$ cat src/include/ivm_pkg.sv
package ivm_pkg;

  // Vector table geometry
  localparam logic [31:0] VEC_OFS_TOP = 32'h0000_03fc;
  localparam logic [31:0] BASE_DEFAULT = 32'h000f_fc00;

  // Fixed interrupt numbers
  localparam logic [7:0] NMI_NUM = 8'h0f;
  localparam logic [7:0] PERIPH_FIRST = 8'h10;
  localparam logic [7:0] PERIPH_LAST = 8'h3f;
  localparam logic [7:0] KERNEL_NUM_A = 8'h40;
  localparam logic [7:0] KERNEL_NUM_B = 8'h41;
  localparam logic [7:0] SWI_FIRST = 8'h50;

  // Positions inside the peripheral request vector (number minus 16)
  localparam int EXT_POS = 0;
  localparam int EXT_CNT = 8;
  localparam int DMA_POS = 17;
  localparam int DMA_CNT = 5;
  localparam int SHARED_POS = 30;
  localparam int DELAY_POS = 47;
  localparam int NUM_PERIPH = 48;
  localparam int TREE_LEAVES = 64;

  // Levels
  localparam logic [4:0] NMI_LEVEL = 5'h0f;
  localparam logic [4:0] LEVEL_OFF = 5'h1f;

  typedef logic [NUM_PERIPH-1:0][4:0] ivm_levels_type;

  // Request sources from the peripherals
  typedef struct packed {
    logic [EXT_CNT-1:0] ext;
    logic [DMA_CNT-1:0] dma;
    logic rt3;
    logic osc_wait;
    logic delay_bit;
    logic [NUM_PERIPH-1:0] misc;
  } ivm_src_type;

  // One arbitration candidate
  typedef struct packed {
    logic valid;
    logic [4:0] level;
    logic [7:0] number;
  } ivm_cand_type;

  // Vector fetch answer
  typedef struct packed {
    logic ack;
    logic [31:0] addr;
    logic has_level;
    logic [4:0] level;
  } ivm_vec_type;

  typedef enum logic [1:0] {
    ST_IDLE = 2'b00,
    ST_CALC = 2'b01,
    ST_DONE = 2'b11
  } ivm_fetch_type;

endpackage : ivm_pkg

$ cat src/rtl/ivm_vector_map.sv
// What this block does
// - Vector address is base plus 3FC minus 4n
// - NMI is number 15, fixed level 15
// - External inputs 0-7 map to numbers 16-23
// - Numbers 0 to 14 carry no level
// - DMA channels 0-4 map to numbers 33-37
// - Reload timer 3 and oscillator wait share 46
// - Delayed interrupt bit raises number 63
// - Numbers 64 and 65 stay unassigned
// - Numbers 80-255 only by software instruction
// - Pick lowest level, then lowest number; report
// - Wake from stop on NMI or enabled level
module ivm_vector_map #(
  parameter int N_PERIPH = 48
) (
  input wire logic clk,
  input wire logic reset_n,
  input wire logic nmi_req,
  input ivm_pkg::ivm_src_type src_req,
  input ivm_pkg::ivm_levels_type level_reg,
  input wire logic [31:0] table_base_reg,
  input wire logic vec_req,
  input wire logic [7:0] vec_num,
  output logic irq_valid,
  output logic [4:0] irq_level,
  output logic [7:0] irq_number,
  output logic wake_req,
  output ivm_pkg::ivm_vec_type vec_out
);

  import ivm_pkg::*;

  // Elaboration check: the table has exactly one slot per peripheral
  if (N_PERIPH != NUM_PERIPH)
  begin : g_bad_param
    $error("ivm_vector_map: N_PERIPH must equal the table size");
  end

  // Elaboration check: the tree must hold every number up to 63
  if (TREE_LEAVES < int'(PERIPH_LAST) + 1)
  begin : g_bad_tree
    $error("ivm_vector_map: arbitration tree too small");
  end

  typedef struct packed {
    logic irq_valid;
    logic [4:0] irq_level;
    logic [7:0] irq_number;
    logic wake;
    ivm_fetch_type fetch;
    logic [7:0] num;
    logic [31:0] base;
    ivm_vec_type vec;
  } ivm_state_type;

  ivm_state_type state_ff;
  ivm_state_type nxt_state;

  logic [NUM_PERIPH-1:0] periph_req;
  logic any_enabled;
  ivm_cand_type cand [0:2*TREE_LEAVES-2];

  // Fold the named sources into the peripheral request vector
  always_comb
  begin
    periph_req = src_req.misc;
    periph_req[EXT_POS +: EXT_CNT] =
      periph_req[EXT_POS +: EXT_CNT] | src_req.ext;
    periph_req[DMA_POS +: DMA_CNT] =
      periph_req[DMA_POS +: DMA_CNT] | src_req.dma;
    periph_req[SHARED_POS] =
      periph_req[SHARED_POS] | src_req.rt3 | src_req.osc_wait;
    periph_req[DELAY_POS] = periph_req[DELAY_POS] | src_req.delay_bit;
  end

  // Tree leaves: one per interrupt number 0 to 63
  for (genvar n = 0; n < TREE_LEAVES; n++)
  begin : g_leaf
    localparam logic [7:0] LEAF_NUM = 8'(n);
    if (n == int'(NMI_NUM))
    begin : g_nmi
      assign cand[TREE_LEAVES-1+n] = '{nmi_req, NMI_LEVEL, LEAF_NUM};
    end
    else if (n >= int'(PERIPH_FIRST))
    begin : g_periph
      // level from register n minus 16
      assign cand[TREE_LEAVES-1+n] =
        '{periph_req[n-int'(PERIPH_FIRST)] &&
          (level_reg[n-int'(PERIPH_FIRST)] != LEVEL_OFF),
          level_reg[n-int'(PERIPH_FIRST)], LEAF_NUM};
    end
    else
    begin : g_trap
      assign cand[TREE_LEAVES-1+n] = '{1'b0, LEVEL_OFF, LEAF_NUM};
    end
  end

  for (genvar i = 0; i < TREE_LEAVES - 1; i++)
  begin : g_node
    ivm_pick u_pick (
      .cand_a(cand[2*i+1]),
      .cand_b(cand[2*i+2]),
      .winner(cand[i])
    );
  end

  // any peripheral request not at the disabled level
  always_comb
  begin
    any_enabled = 1'b0;
    for (int k = 0; k < NUM_PERIPH; k++)
    begin
      if (periph_req[k] && (level_reg[k] != LEVEL_OFF))
      begin
        any_enabled = 1'b1;
      end
    end
  end

  // Next state: arbitration result and vector fetch sequence
  always_comb
  begin
    logic [7:0] idx;
    idx = 8'h00;
    nxt_state = state_ff;
    // Winner is registered and shows one edge later
    nxt_state.irq_valid = cand[0].valid;
    nxt_state.irq_level = cand[0].valid ? cand[0].level : LEVEL_OFF;
    nxt_state.irq_number = cand[0].valid ? cand[0].number : 8'h00;
    nxt_state.wake = nmi_req | any_enabled;
    // Answer strobe is high for one cycle only
    nxt_state.vec.ack = 1'b0;
    case (state_ff.fetch)
      ST_IDLE:
      begin
        // Number and base are sampled at the taking edge
        if (vec_req)
        begin
          nxt_state.num = vec_num;
          nxt_state.base = table_base_reg;
          nxt_state.fetch = ST_CALC;
        end
      end
      ST_CALC:
      begin
        // base plus offset falling 4 per number
        nxt_state.vec.addr = state_ff.base + VEC_OFS_TOP -
                             {22'h000000, state_ff.num, 2'b00};
        idx = state_ff.num - PERIPH_FIRST;
        if (state_ff.num == NMI_NUM)
        begin
          nxt_state.vec.has_level = 1'b1;
          nxt_state.vec.level = NMI_LEVEL;
        end
        else if ((state_ff.num >= PERIPH_FIRST) &&
                 (state_ff.num <= PERIPH_LAST))
        begin
          nxt_state.vec.has_level = 1'b1;
          nxt_state.vec.level = level_reg[idx[5:0]];
        end
        else
        begin
          // traps below 15 and numbers above 63 have no level
          nxt_state.vec.has_level = 1'b0;
          nxt_state.vec.level = LEVEL_OFF;
        end
        nxt_state.fetch = ST_DONE;
      end
      ST_DONE:
      begin
        nxt_state.vec.ack = 1'b1;
        nxt_state.fetch = ST_IDLE;
      end
      default:
      begin
        nxt_state.fetch = ST_IDLE;
      end
    endcase
  end

  // State register with synchronous reset
  always_ff @(posedge clk)
  begin
    if (!reset_n)
    begin
      // Base falls back to the default table location
      state_ff <= '{
        irq_valid: 1'b0,
        irq_level: LEVEL_OFF,
        irq_number: 8'h00,
        wake: 1'b0,
        fetch: ST_IDLE,
        num: 8'h00,
        base: BASE_DEFAULT,
        vec: '{1'b0, 32'h0000_0000, 1'b0, LEVEL_OFF}
      };
    end
    else
    begin
      state_ff <= nxt_state;
    end
  end

  // Registered outputs
  assign irq_valid = state_ff.irq_valid;
  assign irq_level = state_ff.irq_level;
  assign irq_number = state_ff.irq_number;
  assign wake_req = state_ff.wake;
  // Address and level hold until the next lookup
  assign vec_out = state_ff.vec;

endmodule : ivm_vector_map

$ cat src/rtl/ivm_pick.sv
// Picks the stronger of two candidates: lower level, then lower number
module ivm_pick
  import ivm_pkg::*;
(
  input ivm_pkg::ivm_cand_type cand_a,
  ivm_pkg::ivm_cand_type cand_b,
  output ivm_pkg::ivm_cand_type winner
);

  logic a_wins;

  // Level first, interrupt number breaks ties
  assign a_wins = cand_a.valid &&
                  (!cand_b.valid ||
                   (cand_a.level < cand_b.level) ||
                   ((cand_a.level == cand_b.level) &&
                    (cand_a.number <= cand_b.number)));

  assign winner = a_wins ? cand_a : cand_b;

endmodule : ivm_pick

$ cat config.mk
export PLATFORM = sky130hd
export DESIGN_NAME = ivm_vector_map
export DESIGN_NICKNAME = d
export VERILOG_FILES = /design/src/include/ivm_pkg.sv /design/src/rtl/ivm_vector_map.sv /design/src/rtl/ivm_pick.sv
export SDC_FILE = /design/constraint.sdc
export NUM_CORES = 1
export LEC_CHECK = 0
export ABC_AREA = 1
export BUFFER_PORTS_ARGS = -buffer_cell sky130_fd_sc_hd__buf_2
export CAP_MARGIN = 20
export CORE_AREA = 8 8 173 216
export CTS_CLUSTER_DIAMETER = 150
export CTS_CLUSTER_SIZE = 12
export DETAILED_ROUTE_END_ITERATION = 10
export DIE_AREA = 0 0 181 224
export PLACE_DENSITY = 0.8
export SYNTH_ARGS = -nofsm -noshare
export SYNTH_HDL_FRONTEND = slang
export SYNTH_SLANG_ARGS = --single-unit
$ cat constraint.sdc
create_clock -name clk -period 9.13 [get_ports clk]
set_input_delay 1.3695 -clock clk [delete_from_list [all_inputs] [get_ports clk]]
set_output_delay 1.3695 -clock clk [all_outputs]
set_load 0.02 [all_outputs]
==> results.md <==
* Status: complete, no violations
* Layout area overhead at 19.4%
* Antenna viol nets, final at 0
* Slew Limit Fails at 0
* Post-Syn Instances at 3170
* Clock network power share at 0.054
* Clk buf depth at 2
* Initial antenna violation count at 2
* Max VDD drop at 631 uV
* TritonCTS Buffers at 9
* Most frequent cells in the layout: 661 x nand2_1, 419 x inv_1, 397 x buf_2
* Fin worst setup slack at 0.426 ns
* DRC violations left at 0
* Gr ovfl total at 0
* Setup crit end kind: flop
* CP required at 9.35 ns
* Die Span Y at 224 um
* Crit path launch type: input pin
* First-pass GRT wire length at 108 mm
* Core Util, Final at 0.647
* Clock Sinks at 94
* Vias in the first global route at 22.3k
* Psw at 0.00402 W
* YS warnings at 0
* Final hold vios at 0
* Placed instance area at 20500 um^2
* Crit share post-route at 0.953
* Worst clock skew at 0.00785 ns
* Sequential power share at 0.074
* DP Worst Slack at -0.341 ns
* Worst slew margin at 0.361
* Routed vias at 23.0k
* Skew-Pair Late Insertion Delay at 0.34 ns
* Switch share at 0.551
* Arr. time, crit path at 8.92 ns
* Max Freq at 115 MHz
* Root Buffer: clkbuf_16
* Met3 wire length at 4.46 mm
* Synth unique cells at 54
* Hold_ws at 0.468 ns
* Post-synth EDFFs at 0
* Logic pwr share at 0.872
* Crit path max-delay cell type: ha_1
* Post-synth top area cell: ha_1
* Synth top area share at 0.187
* Site row count at 76
* GP Congestion at 1.03
* Area of the core at 34000 um^2
* WL/cell at 17.4 um
* Filler instances at 3291
* Largest net degree at the start of global routing at 91
* Nets@finish at 4150
* Sequential element share of the synthesized area at 0.102
* Least-Margin Pin Slew at 0.957 ns
* Num ports at 402
* Final count of negative-setup-slack endpoints at 0
* Post-DR vias/cell at 5.81
* DR pass1 iterations at 6
* H-Tree Level Count at 3
* Internal power at 0.00328 W
* Routed length on met2 at 34.0 mm
* Clock transition at path regs at 0.06 ns
* WL met1 at 27.4 mm
* CTS tree: done
* Synth top area cells: ha_1 19%, nand2_1 14%, dfxtp_1 10%
* Final HPWL DP at 55.9 mm
* WS Path Type: in2reg
* Top sig layer: met5
* Crit path largest cell delay at 0.31 ns
* Share of layout cells above drive strength 1 at 0.206
* Min-Delay Path Class: reg2reg
* Die width at 181 um
* Min Tclk post-route at 8.70 ns
* Synth Flop Type: dfxtp_1
* DIE AREA at 40500 um^2
* P_leak at 12.0 nW
* Cell Pwr Density at 332 nW/um^2
* Final WL at 69.0 mm
* CTS Hold Buffers Added at 0
* CP max FO at 8
* Max Cap Viol at 0
* Ys async rst share at 0
* Design Area, Final at 22000 um^2
* IO buf count at 399
* Drt first-iter violations at 1721
* Avg Cell Area, Syn at 5.82 um^2
* Synth Cell Area at 18400 um^2
* Initial Utilization at 0.542
* Commonest non-fill, non-tap cell in the layout: nand2_1
* Total Routing Usage GR at 0.317
* Register bit total from synthesis at 94
* RSZ-0062 raised after global routing: true
-- cell type report --
| class | count | area, um^2 | share of cell area |
|---|---|---|---|
| antenna | 1 | 2.50 | 0.000114 |
| clock inverter | 4 | 52.6 | 0.00239 |
| timing repair buffer | 468 | 2560 | 0.116 |
| tap | 429 | 537 | 0.0244 |
| inverter | 462 | 1760 | 0.0802 |
| multi-input combinational | 2491 | 14900 | 0.679 |
| clock buffer | 12 | 267 | 0.0121 |
| sequential | 94 | 1880 | 0.0856 |
-- metrics by stage --
step	power (W)	instances	TNS, ns
2_1_floorplan	0.00446	3171	0
3_3_place_gp	0.00566	3903	-0.0408
3_5_place_dp	0.00581	3903	-2.53
4_1_cts	0.00623	3919	0
5_1_grt	0.00804	3960	-1.13
6_report	0.00730	3961	0
-- what timing repair did --
item	4_1_cts	5_1_grt
pin swaps	0	100
gates resized for setup	2	251
setup buffers	0	36
gates cloned	0	5
setup endpoints to repair	2	11
-- flip-flops by register name, indices dropped and copies added (netlist names) --
| name | flops |
|---|---|
| vec_out | 39 |
| irq_number | 6 |
| state_ff | 42 |
| irq_valid | 1 |
| wake_req | 1 |
| irq_level | 5 |
-- logic make-up (layout without fill, tap and decap cells) --
family                   after synthesis  in the layout  share of synthesized area
AO/OA/AOI/OAI                        748            748                      0.224
XOR/XNOR                              20             20                    0.00950
adder cells (fa/ha/maj)              276            276                      0.187
buffers and inverters                591            946                      0.133
flip-flops                            94             94                      0.102
other                                  1              3                   0.000203
AND/OR/NAND/NOR                     1440           1445                      0.344
-- worst paths after layout --
kind                                      to      startpoint  slack [ns]  depth (start not counted)
worst min-delay path            state_ff[48]    state_ff[48]        0.47                          2
worst max-delay path            irq_level[2]  level_reg[136]        0.43                         57
worst max register to register   vec_out[28]    state_ff[71]        5.46                         16
worst min register to register  state_ff[48]    state_ff[48]        0.47                          2
-- synth_stat cells (53+ instances only) --
library cell and number:
ha_1 276, clkbuf_1 55, nor2_1 200, o21ai_0 305, dfxtp_1 94, nand2_1 711
nand3_1 372, and2_1 56, inv_1 446, o211ai_1 61, a21oi_1 266, buf_4 53
-- power by group through the flow --
stage          Combinational (W)  Sequential (W)  Clock, W
6_report                 0.00637        0.000538  0.000396
5_1_grt                  0.00708        0.000542  0.000417
4_1_cts                  0.00530        0.000537  0.000399
3_5_place_dp             0.00527        0.000546         0
3_3_place_gp             0.00512        0.000545         0
2_1_floorplan            0.00392        0.000534         0
-- metal layers --
layer,global-route usage,up-vias
li1,-,11300
met1,0.365,10500
met2,0.574,972
met3,0.0436,231
met4,0.146,2
met5,0,-
-- worst max-delay path, delay by kind of cell --
kind,cells,cell delay [ns]
AND/OR/NAND/NOR,24,2.81
adder cells (fa/ha/maj),6,1.71
AO/OA/AOI/OAI,17,2.21
buffers and inverters,10,0.82
No activity file was read; power rests on OpenSTA's default activity.
